**config.mk**
```make
export PLATFORM = sky130hd
export DESIGN_NAME = rpe_pins
export DESIGN_NICKNAME = d
export VERILOG_FILES = /design/src/rtl/rpe_pkg.sv /design/src/rtl/rpe_pins.sv
export SDC_FILE = /design/constraint.sdc
export NUM_CORES = 1
export LEC_CHECK = 0
export BUFFER_PORTS_ARGS = -buffer_cell sky130_fd_sc_hd__buf_2
export CAP_MARGIN = 20
export CORE_ASPECT_RATIO = 0.7
export CORE_MARGIN = 2
export CORE_UTILIZATION = 35
export CTS_CLUSTER_DIAMETER = 100
export DETAILED_ROUTE_END_ITERATION = 8
export GPL_TIMING_DRIVEN = 0
export HOLD_SLACK_MARGIN = 0.1
export SYNTH_ARGS = -nofsm -noshare
export SYNTH_HDL_FRONTEND = slang
export SYNTH_SLANG_ARGS = --single-unit
```
**constraint.sdc**
```tcl
create_clock -name aclk -period 6.2 [get_ports aclk]
set_clock_uncertainty 0.05 [all_clocks]
set_input_delay 0.62 -clock aclk [delete_from_list [all_inputs] [get_ports aclk]]
set_output_delay 0.62 -clock aclk [all_outputs]
set_load 0.05 [all_outputs]
```
**src/rtl/rpe_pkg.sv**
```systemverilog
// Notes on behaviour
// the host holds the chip reset pin low at least 1 us, then a full reset runs.
// a hardware reset returns every register bit to its default.
// a hardware reset also re-initialises every strap option.
// after reset the shared pin is a power-down input until software changes it.
// the shared pin driven low puts the block in power-down.
// register access keeps working during power-down.
// in interrupt mode the shared pin is driven low while an interrupt pends.
// each event pin either drives an output event or detects an input event.
// event pin twelve can also carry a clock out or take a reference clock in.
// the board disables the clock output by strap when it is not needed.
// the test reset input is active low and resets the test access logic.
// straps are sampled at hardware reset; soft reset reuses the stored sample.
// the chip reset pin is synchronised and qualified over the minimum width.
package rpe_pkg;

  // ---------------------------------------------------------------
  // sizes and timing
  // ---------------------------------------------------------------
  localparam int ADDR_W         = 8;
  localparam int DATA_W         = 32;
  localparam int N_EVT          = 12;
  localparam int EVT_TWELVE     = 11;
  localparam int STRAP_W        = 4;
  localparam int STRAP_CLK_EN   = 0;
  localparam int DIV_W          = 8;
  localparam int REF_W          = 16;
  localparam int RST_CNT_W      = 16;
  localparam int IRQ_W          = 13;
  localparam int IRQ_EVT_LSB    = 0;
  localparam int IRQ_PD         = 12;
  localparam int CLK_MHZ        = 50;
  localparam int RST_MIN_NS     = 1000;
  localparam int RST_MIN_CYCLES = (RST_MIN_NS * CLK_MHZ + 999) / 1000;

  // ---------------------------------------------------------------
  // register map
  // ---------------------------------------------------------------
  localparam logic [ADDR_W-1:0] OFS_CTRL     = 8'h00;
  localparam logic [ADDR_W-1:0] OFS_STATUS   = 8'h04;
  localparam logic [ADDR_W-1:0] OFS_EVT_DIR  = 8'h08;
  localparam logic [ADDR_W-1:0] OFS_EVT_OUT  = 8'h0C;
  localparam logic [ADDR_W-1:0] OFS_EVT_IN   = 8'h10;
  localparam logic [ADDR_W-1:0] OFS_IRQ_ST   = 8'h14;
  localparam logic [ADDR_W-1:0] OFS_IRQ_MASK = 8'h18;
  localparam logic [ADDR_W-1:0] OFS_REF_CNT  = 8'h1C;

  localparam int CTRL_IRQ_MODE = 0;
  localparam int CTRL_SOFT_RST = 1;
  localparam int CTRL_CLK_OUT  = 2;
  localparam int CTRL_CLK_IN   = 3;
  localparam int CTRL_DIV_LSB  = 8;
  localparam int ST_PD         = 0;
  localparam int ST_TAP        = 1;
  localparam int ST_IRQ        = 2;
  localparam int ST_STRAP_LSB  = 8;

  localparam logic [DIV_W-1:0] DIV_RST     = 8'h00;
  localparam logic [1:0]       RESP_OKAY   = 2'h0;
  localparam logic [1:0]       RESP_SLVERR = 2'h2;

  // ---------------------------------------------------------------
  // carriers
  // ---------------------------------------------------------------
  typedef struct packed {
    logic              awvalid;
    logic [ADDR_W-1:0] awaddr;
    logic              wvalid;
    logic [DATA_W-1:0] wdata;
    logic [3:0]        wstrb;
    logic              bready;
    logic              arvalid;
    logic [ADDR_W-1:0] araddr;
    logic              rready;
  } rpe_axi_req_t;

  typedef struct packed {
    logic              awready;
    logic              wready;
    logic              bvalid;
    logic [1:0]        bresp;
    logic              arready;
    logic              rvalid;
    logic [DATA_W-1:0] rdata;
    logic [1:0]        rresp;
  } rpe_axi_rsp_t;

  typedef struct packed {
    logic                 rst_s1;
    logic                 rst_s2;
    logic [RST_CNT_W-1:0] rst_cnt;
    logic                 strap_pend;
    logic [STRAP_W-1:0]   strap;
    logic                 soft_pend;
    logic                 irq_mode;
    logic                 clk_out;
    logic                 clk_in;
    logic [DIV_W-1:0]     div;
    logic [DIV_W-1:0]     div_cnt;
    logic                 clk_tgl;
    logic [N_EVT-1:0]     evt_dir;
    logic [N_EVT-1:0]     evt_val;
    logic [N_EVT-1:0]     evt_q;
    logic [N_EVT-1:0]     evt_o;
    logic [N_EVT-1:0]     evt_oe;
    logic [IRQ_W-1:0]     irq_st;
    logic [IRQ_W-1:0]     irq_mask;
    logic [REF_W-1:0]     ref_cnt;
    logic                 pd;
    logic                 tap_rst;
    logic                 irq;
    logic                 pdi_o;
    logic                 pdi_oe;
    logic                 aw_held;
    logic                 w_held;
    logic [ADDR_W-1:0]    awaddr;
    logic [DATA_W-1:0]    wdata;
    logic [3:0]           wstrb;
    rpe_axi_rsp_t         rsp;
  } rpe_state_t;

endpackage

```
**src/rtl/rpe_pins.sv**
```systemverilog
// Added by the designer: the AXI4-Lite slave port and the register offsets.
`timescale 1ns/1ps
module rpe_pins #(
  parameter int RST_MIN_CYC = rpe_pkg::RST_MIN_CYCLES
) (
  input  wire logic                              aclk,
  input  wire logic                              aresetn,
  input  wire rpe_pkg::rpe_axi_req_t             axi_req,
  output      rpe_pkg::rpe_axi_rsp_t             axi_rsp,
  input  wire logic                              chip_reset_n,
  input  wire logic                              powerdown_or_irq_pin_i,
  output      logic                              powerdown_or_irq_pin_o,
  output      logic                              powerdown_or_irq_pin_oe,
  input  wire logic [rpe_pkg::N_EVT-1:0]         event_pin_i,
  output      logic [rpe_pkg::N_EVT-1:0]         event_pin_o,
  output      logic [rpe_pkg::N_EVT-1:0]         event_pin_oe,
  input  wire logic [rpe_pkg::STRAP_W-1:0]       strap_i,
  input  wire logic                              test_reset_n,
  output      logic                              test_logic_reset,
  output      logic                              powerdown_mode,
  output      logic                              irq
);
  import rpe_pkg::*;

  localparam logic [RST_CNT_W-1:0] RST_CNT_MAX = RST_CNT_W'(RST_MIN_CYC);
  localparam logic [RST_CNT_W-1:0] RST_CNT_PRE = RST_CNT_W'(RST_MIN_CYC - 1);

  // ---------------------------------------------------------------
  // helpers
  // ---------------------------------------------------------------
  function automatic logic [DATA_W-1:0] byte_mask(input logic [3:0] strb);
    logic [DATA_W-1:0] m;
    m = '0;
    for (int i = 0; i < 4; i++) begin
      m[i*8 +: 8] = {8{strb[i]}};
    end
    return m;
  endfunction

  // bit DATA_W flags an unmapped address
  function automatic logic [DATA_W:0] reg_read(input rpe_state_t st,
                                               input logic [ADDR_W-1:0] a);
    logic [DATA_W:0] r;
    r = '0;
    case (a)
      OFS_CTRL: begin
        r[CTRL_IRQ_MODE] = st.irq_mode;
        r[CTRL_CLK_OUT] = st.clk_out;
        r[CTRL_CLK_IN] = st.clk_in;
        r[CTRL_DIV_LSB +: DIV_W] = st.div;
      end
      OFS_STATUS: begin
        r[ST_PD] = st.pd;
        r[ST_TAP] = st.tap_rst;
        r[ST_IRQ] = st.irq;
        r[ST_STRAP_LSB +: STRAP_W] = st.strap;
      end
      OFS_EVT_DIR:  r[N_EVT-1:0] = st.evt_dir;
      OFS_EVT_OUT:  r[N_EVT-1:0] = st.evt_val;
      OFS_EVT_IN:   r[N_EVT-1:0] = st.evt_q;
      OFS_IRQ_ST:   r[IRQ_W-1:0] = st.irq_st;
      OFS_IRQ_MASK: r[IRQ_W-1:0] = st.irq_mask;
      OFS_REF_CNT:  r[REF_W-1:0] = st.ref_cnt;
      default:      r[DATA_W] = 1'b1;
    endcase
    return r;
  endfunction

  // register defaults; straps, pin samples and bus state are left alone
  function automatic rpe_state_t reg_defaults(input rpe_state_t st);
    rpe_state_t d;
    d = st;
    d.soft_pend = 1'b0;
    d.irq_mode = 1'b0;
    d.clk_out = 1'b0;
    d.clk_in = 1'b0;
    d.div = DIV_RST;
    d.div_cnt = '0;
    d.clk_tgl = 1'b0;
    d.evt_dir = '0;
    d.evt_val = '0;
    d.irq_st = '0;
    d.irq_mask = '0;
    d.ref_cnt = '0;
    return d;
  endfunction

  function automatic rpe_state_t rst_state();
    rpe_state_t d;
    d = reg_defaults('0);
    d.rst_s1 = 1'b1;
    d.rst_s2 = 1'b1;
    d.strap_pend = 1'b1;
    return d;
  endfunction

  // ---------------------------------------------------------------
  // state
  // ---------------------------------------------------------------
  rpe_state_t        s;
  rpe_state_t        next_s;
  logic              hw_rst;
  logic              clk_run;
  logic [N_EVT-1:0]  rise;
  logic [IRQ_W-1:0]  set;
  logic [IRQ_W-1:0]  clr;
  logic [DATA_W:0]   old;
  logic [DATA_W:0]   rdv;
  logic [DATA_W-1:0] bm;
  logic [DATA_W-1:0] wd;

  always_comb begin
    next_s = s;
    set = '0;
    clr = '0;
    old = '0;
    rdv = '0;
    bm = '0;
    wd = '0;
    // reset pin: the first stage feeds only the second
    // the qualifying sample is the last one, so an exact 1 us pulse counts
    hw_rst = !s.rst_s2 && (s.rst_cnt >= RST_CNT_PRE);
    next_s.rst_s1 = chip_reset_n;
    next_s.rst_s2 = s.rst_s1;
    if (s.rst_s2) begin
      next_s.rst_cnt = '0;
    end else if (s.rst_cnt != RST_CNT_MAX) begin
      next_s.rst_cnt = s.rst_cnt + 1'b1;
    end
    next_s.tap_rst = !test_reset_n;
    // pin only counts as power-down while not an interrupt output
    next_s.pd = !s.irq_mode && !powerdown_or_irq_pin_i;
    if (next_s.pd && !s.pd) begin
      set[IRQ_PD] = 1'b1;
    end
    // input events: rising edges on pins set as inputs
    next_s.evt_q = event_pin_i;
    rise = event_pin_i & ~s.evt_q & ~s.evt_dir;
    // own clock out must not read back as input events
    if (s.clk_in || (s.clk_out && s.strap[STRAP_CLK_EN])) begin
      rise[EVT_TWELVE] = 1'b0;
    end
    if (!s.pd) begin
      set[IRQ_EVT_LSB +: N_EVT] = rise;
    end
    if (s.clk_in && !s.pd && event_pin_i[EVT_TWELVE]
        && !s.evt_q[EVT_TWELVE]) begin
      next_s.ref_cnt = s.ref_cnt + 1'b1;
    end
    // clock out: half period is div+1 cycles; strap may veto it
    clk_run = s.clk_out && s.strap[STRAP_CLK_EN] && !s.pd;
    if (!clk_run) begin
      next_s.div_cnt = '0;
      next_s.clk_tgl = 1'b0;
    end else if (s.div_cnt == s.div) begin
      next_s.div_cnt = '0;
      next_s.clk_tgl = !s.clk_tgl;
    end else begin
      next_s.div_cnt = s.div_cnt + 1'b1;
    end

    // ---------------------------------------------------------------
    // bus slave, alive in power-down as well
    // ---------------------------------------------------------------
    if (axi_req.awvalid && s.rsp.awready) begin
      next_s.aw_held = 1'b1;
      next_s.awaddr = axi_req.awaddr;
    end
    if (axi_req.wvalid && s.rsp.wready) begin
      next_s.w_held = 1'b1;
      next_s.wdata = axi_req.wdata;
      next_s.wstrb = axi_req.wstrb;
    end
    if (s.rsp.bvalid && axi_req.bready) begin
      next_s.rsp.bvalid = 1'b0;
    end
    if (s.aw_held && s.w_held && !s.rsp.bvalid) begin
      next_s.aw_held = 1'b0;
      next_s.w_held = 1'b0;
      next_s.rsp.bvalid = 1'b1;
      old = reg_read(s, s.awaddr);
      bm = byte_mask(s.wstrb);
      wd = (old[DATA_W-1:0] & ~bm) | (s.wdata & bm);
      next_s.rsp.bresp = old[DATA_W] ? RESP_SLVERR : RESP_OKAY;
      case (s.awaddr)
        OFS_CTRL: begin
          next_s.irq_mode = wd[CTRL_IRQ_MODE];
          next_s.soft_pend = wd[CTRL_SOFT_RST];
          next_s.clk_out = wd[CTRL_CLK_OUT];
          next_s.clk_in = wd[CTRL_CLK_IN];
          next_s.div = wd[CTRL_DIV_LSB +: DIV_W];
        end
        OFS_EVT_DIR:  next_s.evt_dir = wd[N_EVT-1:0];
        OFS_EVT_OUT:  next_s.evt_val = wd[N_EVT-1:0];
        // unstrobed lanes must not clear, so mask raw data
        OFS_IRQ_ST:   clr = s.wdata[IRQ_W-1:0] & bm[IRQ_W-1:0];
        OFS_IRQ_MASK: next_s.irq_mask = wd[IRQ_W-1:0];
        default: ;
      endcase
    end
    // a new event beats a clear in the same cycle
    next_s.irq_st = (s.irq_st & ~clr) | set;
    if (s.rsp.rvalid && axi_req.rready) begin
      next_s.rsp.rvalid = 1'b0;
    end
    if (axi_req.arvalid && s.rsp.arready) begin
      rdv = reg_read(s, axi_req.araddr);
      next_s.rsp.rvalid = 1'b1;
      next_s.rsp.rdata = rdv[DATA_W-1:0];
      next_s.rsp.rresp = rdv[DATA_W] ? RESP_SLVERR : RESP_OKAY;
    end

    // ---------------------------------------------------------------
    // resets and straps
    // ---------------------------------------------------------------
    if (s.soft_pend) begin
      next_s = reg_defaults(next_s);
    end
    if (hw_rst) begin
      next_s = reg_defaults(next_s);
      next_s.strap_pend = 1'b1;
    end else if (s.strap_pend) begin
      // caught on release, so the pins are no longer driven by reset
      next_s.strap = strap_i;
      next_s.strap_pend = 1'b0;
    end

    // ---------------------------------------------------------------
    // registered outputs
    // ---------------------------------------------------------------
    next_s.irq = |(next_s.irq_st & next_s.irq_mask);
    next_s.pdi_o = 1'b0;
    next_s.pdi_oe = next_s.irq_mode && next_s.irq;
    next_s.evt_o = next_s.evt_val;
    next_s.evt_oe = next_s.pd ? '0 : next_s.evt_dir;
    if (next_s.clk_in) begin
      next_s.evt_oe[EVT_TWELVE] = 1'b0;
    end else if (next_s.clk_out) begin
      next_s.evt_oe[EVT_TWELVE] = next_s.strap[STRAP_CLK_EN] && !next_s.pd;
      next_s.evt_o[EVT_TWELVE] = next_s.clk_tgl;
    end
    next_s.rsp.awready = !next_s.aw_held && !next_s.rsp.bvalid;
    next_s.rsp.wready = !next_s.w_held && !next_s.rsp.bvalid;
    next_s.rsp.arready = !next_s.rsp.rvalid;
  end

  always_ff @(posedge aclk) begin
    if (!aresetn) begin
      s <= rst_state();
    end else begin
      s <= next_s;
    end
  end

  assign axi_rsp = s.rsp;
  assign powerdown_or_irq_pin_o = s.pdi_o;
  assign powerdown_or_irq_pin_oe = s.pdi_oe;
  assign event_pin_o = s.evt_o;
  assign event_pin_oe = s.evt_oe;
  assign test_logic_reset = s.tap_rst;
  assign powerdown_mode = s.pd;
  assign irq = s.irq;
endmodule // rpe_pins

```
==> results of run 1 <==
-- worst paths after layout --
kind	from	to	slack [ps]	cells after the start
worst min register to register	s[237]$_SDFF_PN1_	s[236]$_SDFF_PN1_	370	1
worst max-delay path	s[80]$_SDFFE_PN0P_	powerdown_or_irq_pin_oe$_SDFF_PN0_	2040	7
worst max register to register	s[80]$_SDFFE_PN0P_	powerdown_or_irq_pin_oe$_SDFF_PN0_	2040	7
worst min-delay path	test_reset_n	test_logic_reset$_SDFF_PN0_	280	2
-- placed cells by master, fill, tap and decap left out, types with 14 or more instances in the layout --
| cell | Yosys | final |
|---|---|---|
| nand2_1 | 116 | 116 |
| mux2i_1 | 28 | 28 |
| a21oi_1 | 53 | 53 |
| clkbuf_16 | 0 | 17 |
| o21ai_0 | 14 | 14 |
| a221oi_1 | 19 | 19 |
| nand3_1 | 24 | 24 |
| buf_4 | 67 | 72 |
| conb_1 | 1 | 19 |
| a211oi_1 | 25 | 25 |
| and2_1 | 21 | 21 |
| dfxtp_1 | 190 | 190 |
| buf_2 | 13 | 122 |
| clkbuf_1 | 42 | 44 |
| xnor2_1 | 23 | 23 |
| nor2_1 | 150 | 150 |
| nor3_1 | 37 | 37 |
| xor2_1 | 20 | 20 |
-- synthesized netlist by cell type (all sizes together), types with 10 or more instances --
library cell | count | area [sq um]
nand2 | 116 | 435
buf | 84 | 583
nor2 | 152 | 586
and2 | 21 | 131
mux4 | 12 | 270
dfxtp | 190 | 3800
nor3 | 39 | 205
a211oi | 25 | 188
mux2i | 28 | 280
inv | 13 | 48.8
a221oi | 19 | 166
o21ai | 14 | 70.1
clkbuf | 42 | 158
nor4b | 13 | 126
nand3 | 24 | 120
a31oi | 11 | 68.8
xnor2 | 23 | 201
and3 | 10 | 62.6
a21oi | 54 | 274
nor4 | 14 | 115
nand2b | 13 | 81.3
a22oi | 13 | 97.6
xor2 | 20 | 175
nor2b | 11 | 68.8
-- cells by family after synthesis --
family | count (synthesis) | share of synthesized area [%]
AND/OR/NAND/NOR | 449 | 23.6
AO/OA/AOI/OAI | 200 | 15.3
flip-flops | 190 | 40.8
buffers and inverters | 139 | 8.46
multiplexers | 49 | 6.99
XOR/XNOR | 43 | 4.04
adder cells (fa/ha/maj) | 6 | 0.804
other | 1 | 0.0402
-- worst max-delay path, stage by stage (launching register included) --
cell and delay (ps):
dfxtp_1 390, buf_1 570, nor4b_2 980, nand3_1 480, a221oi_1 560, nor3_1 180, nor4_1 620, a21boi_1 160
-- power groups by stage --
stage	Sequential, W	Clock (W)	Combinational [W]
final	0.00128	0.00109	0.000331
after global routing	0.00128	0.00116	0.000349
after CTS	0.00128	0.00111	0.000322
after detailed placement	0.00131	0	0.000321
after global placement	0.00131	0	0.000320
after floorplan	0.00130	0	0.000216
-- layer usage --
metal | track usage (%) | share of wire, % | vias up
met4 | 8.64 | 2.6 | 0
met5 | 0 | 0 | -
met2 | 38.1 | 41 | 503
met3 | 7.25 | 11 | 72
li1 | - | - | 4049
met1 | 37.4 | 45 | 4252
-- registers in the layout, summed over array words and instances (netlist names) --
register	cells
event_pin_oe	12
event_pin_o	1
powerdown_mode	1
irq	1
test_logic_reset	1
s	150
axi_rsp	23
powerdown_or_irq_pin_oe	1
-- through the flow --
stage                     area, sq um  hold WS (ps)  std cells
final                           11000           279       1598
after global routing            11000           280       1598
after global placement          10400           344       1561
after floorplan                  9400           336       1095
after detailed placement        10400           353       1565
after CTS                       11000           265       1597
-- final cells by class --
class / instances / area, sq um
Tap cell: 357 / 447
Clock buffer: 23 / 488
Multi-Input combinational cell: 766 / 4830
Sequential cell: 190 / 3800
Buffer: 126 / 741
Fill cell: 2664 / 14900
Timing Repair Buffer: 114 / 583
Clock inverter: 9 / 85.1
Inverter: 13 / 48.8
==> results.md, run 1 <==
- Antenna Cells: 0
- Total power: 0.00271 W
- Initial Utilization: 36.0%
- Die height: 141 microns
- Global-route wire length before repair: 53.1 mm
- Asr flop ratio synth: 0%
- Slew Viols, Final: 0
- Most common flop cell mapped by yosys: dfxtp_1
- Flop pwr share: 47.4%
- Setup WS post-layout: 2040 ps
- H-tree depth: 4
- Clk slew on worst S/H paths: 70 ps
- Post-route clock period utilization: 67.1%
- Fin. Hold Viols: 0
- Drt via density: 5.55
- Post-layout min period: 4160 ps
- Core Area: 25900 sq um
- Num CTS Buffers: 17
- Port Buf Inserts: 109
- Crit-path max FO: 10
- Die Area: 28000 sq um
- DRT Pass-1 Iters: 6
- DR vias: 8876
- TritonCTS clock tree: built
- Max capacitance violation total: 0
- Die width: 199 microns
- # IOs: 148
- Post-synthesis sequential area ratio: 40.8%
- Largest net degree at the start of global routing: 17
- Synth cell types: 77
- Clock Path Buffers: 2
- Worst vdd ir: 0.000157 V
- Setup repair after global routing missed its margin: false
- Status: finished clean
- Routability Congestion: 1.02
- CTS Hold Buffers Added: 0
- Ys Warns: 0
- Clock power frac: 40.4%
- Clk_lat worst skew: 450 ps
- Antenna violations before repair: 0
- Number of synthesized flops with an enable pin: 0
- Drt total wl: 36.5 mm
- Total grt overflow: 0
- Final setup violation count: 0
- Synthesized area: 9330 sq um
- Post-CTS setup buffer count: 0
- Routed wire length per instance: 22.8 microns
- Yosys reg bits: 190
- Hold Path Class: primary input to flip-flop
- Sw frac: 27.9%
- Fin nets: 1312
- Clock sinks: 190
- Post-Syn Area per Cell: 8.66 sq um
- Worst Setup End Kind: flip-flop
- Crit path DAT: 4400 ps
- Least-Margin Pin Slew: 1090 ps
- DP HPWL: 28.1 mm
- Drt initial violations: 979
- Pre-CTS setup slack: 2250 ps
- Synth-to-Final Area Change: 18.2%
- Clock root cell: clkbuf_16
- Normalized max-slew margin: 27.1%
- Max Freq: 240 MHz
- Overall Global Routing Usage: 26.3%
- Post-DRT Antenna Nets: 0
- CP required: 6440 ps
- Crit path launch type: flip-flop
- Setup TNS: 0 ps
- Vias in the first global route: 8283
- Row cnt: 49
- Leak pwr: 4.16 nW
- Share of cells above drive strength 1: 21.6%
- NetSw: 0.000755 W
- DRC: 0
- Util after Layout: 42.5%
- Syn Inst Count: 1077
- PD cells: 245 nW/um^2
- Comb power frac: 12.2%
- Classification of the worst setup path: flip-flop to flip-flop
- Internal power: 0.00195 W
- Post-cts sizing count: 0
Power figures use the tool's default switching activity.
==> inputs of run 2 (changes only) <==
==> constraint.sdc (replaced) <==
create_clock -name aclk -period 4.1 [get_ports aclk]
set_clock_uncertainty 0.05 [all_clocks]
set_input_delay 0.41 -clock aclk [delete_from_list [all_inputs] [get_ports aclk]]
set_output_delay 0.41 -clock aclk [all_outputs]
set_load 0.05 [all_outputs]
==> run 2 against run 1 <==
Net effect:
- core utilization rose by 0.072 points
- register-to-register slack lost 1800 ps
- sequential cell count unchanged
- first-iteration DRC count down 4.8%
- die area did not move
- sequential share of layout area fell by 0.059 points
- hold slack worse by 160 ps
- via count grew 0.16%
- cell count about the same
- clock-buffer cell count did not move
- critical path type unchanged
==> results.md, run 2 (synthesis results as in run 1) <==
- Vias in the first global route: 8283
- Setup TNS: 0 ps
- Global-route wire length before repair: 53.1 mm
- Drt total wl: 36.5 mm
- Grt met3 use: 7.25%
- Final setup violation count: 0
- Classification of the worst setup path: flip-flop to flip-flop
- Die height: 141 microns
- Pre-CTS setup slack: 154 ps
- Critical path depth: 9
- Worst vdd ir: 0.000242 V
- Slew Viols, Final: 0
- Clock sinks: 190
- Synth-to-Final Area Change: 18.4%
- Crit-path max FO: 10
- Fillers: 2660
- Placed insts: 1565
- Row cnt: 49
- Reg area: 3800 sq um
- Overall Global Routing Usage: 26.3%
- Crit path DAT: 4110 ps
- Setup crit end: powerdown_or_irq_pin_oe$_SDFF_PN0_
- Antenna violations before repair: 0
- Least-Margin Pin Slew: 1110 ps
- Initial Utilization: 36.0%
- Largest net degree at the start of global routing: 17
- Die Area: 28000 sq um
- Drt via density: 5.56
- GRT busiest layer: met2
- Worst Setup SP: s[80]$_SDFFE_PN0P_
- DRT Pass-1 Iters: 6
- Commonest cells after routing, fill and taps aside: dfxtp_1, nor2_1, buf_2
- Reg2Reg Setup Slack: 240 ps
- Multi-input logic area: 4840 sq um
- Status: finished clean
- Normalized max-slew margin: 26.2%
- Leak pwr: 4.16 nW
- Share of cells above drive strength 1: 21.6%
- Num CTS Buffers: 17
- Largest register FFs: 150
- Post-layout min period: 3860 ps
- Fin nets: 1313
- # IOs: 148
- PD cells: 371 nW/um^2
- Fin. Hold Viols: 0
- H-tree depth: 4
- Post-route clock period utilization: 94.1%
- Worst Setup End Kind: flip-flop
- Clk slew on worst S/H paths: 70 ps
- Port Buf Inserts: 109
- Worst r2r src: s[80]$_SDFFE_PN0P_
- Slowest Stage Delay on Critical Path: 670 ps
- Drt initial violations: 932
- TritonCTS clock tree: built
- Antenna Cells: 0
- Worst reg2reg path endpoint: powerdown_or_irq_pin_oe$_SDFF_PN0_
- Crit path launch type: flip-flop
- Setup repair after global routing missed its margin: false
- Met1 Resource Use GR: 37.4%
- Commonest non-fill, non-tap cell in the layout: dfxtp_1
- Delay-heaviest family, CP: buffers and inverters
- Clock root cell: clkbuf_16
- Routability Congestion: 1.02
- M2 GR Usage: 38.1%
- Setup WS post-layout: 240 ps
- CP required: 4350 ps
- Max Freq: 259 MHz
- Clk_lat worst skew: 450 ps
- Total grt overflow: 0
- Routed wire length per instance: 22.8 microns
- Buf/Inv on CP: 2
- Util after Layout: 42.6%
- Clock Path Buffers: 2
- Final Non-Filler Cells: 1599
- Post-DRT Antenna Nets: 0
- Worst path slowest cell: clkbuf_1
- DR vias: 8890
- DP HPWL: 28.1 mm
- DRC: 0
- Worst path cell trace: buf_1, clkbuf_1, mux2i_1, a2bb2oi_1, nor3_1, a221oi_1, a211oi_1, nor4_1, a21boi_1
- Post-CTS setup buffer count: 0
- Max capacitance violation total: 0
- Hold Path Class: primary input to flip-flop
- Die width: 199 microns
- R2R depth: 9
- Core Area: 25900 sq um
- Reg with most FFs: s
- Total power: 0.00410 W
## run 2: repair_timing
item	in CTS	in global routing
hold buffers	1	0
hold endpoints to repair	1	0
setup endpoints to repair	0	2
gates resized for setup	0	1
## run 2: worst min path at each step
| stage | endpoint | slack (ps) | cells past startpoint | from |
|---|---|---|---|---|
| final | powerdown_mode$_SDFF_PN0_ | 110 | 2 | powerdown_or_irq_pin_i |
| after global routing | powerdown_mode$_SDFF_PN0_ | 110 | 2 | powerdown_or_irq_pin_i |
| after CTS | powerdown_mode$_SDFF_PN0_ | 110 | 2 | powerdown_or_irq_pin_i |
| after detailed placement | s[236]$_SDFF_PN1_ | 350 | 1 | s[237]$_SDFF_PN1_ |
| after global placement | s[236]$_SDFF_PN1_ | 340 | 1 | s[237]$_SDFF_PN1_ |
| after floorplan | s[236]$_SDFF_PN1_ | 340 | 1 | s[237]$_SDFF_PN1_ |
## run 2: routing by layer
layer	wire length, microns	vias to the layer above
li1	-	4046
met5	0	-
met4	890	0
met2	15100	504
met1	16200	4274
met3	4250	66
## run 2: through the flow
stage,area (sq um),hold WS [ps]
2_1_floorplan,9400,336
4_1_cts,11000,107
3_3_place_gp,10400,344
3_5_place_dp,10400,353
5_1_grt,11000,106
6_report,11000,115
## run 2: report_power, final
part | switching [W] | internal [W] | total, W
Combinational | 0.000346 | 0.000154 | 0.000500
Sequential | 0.0000433 | 0.00190 | 0.00194
Clock | 0.000756 | 0.000901 | 0.00166
Total | 0.00115 | 0.00295 | 0.00410
## run 2: final cells by class
type | instances | share of cell area (%)
Buffer | 126 | 6.71
Clock inverter | 9 | 0.770
Timing Repair Buffer | 115 | 5.37
Tap cell | 357 | 4.04
Clock buffer | 23 | 4.42
Multi-Input combinational cell | 766 | 43.8
Sequential cell | 190 | 34.4
Inverter | 13 | 0.442
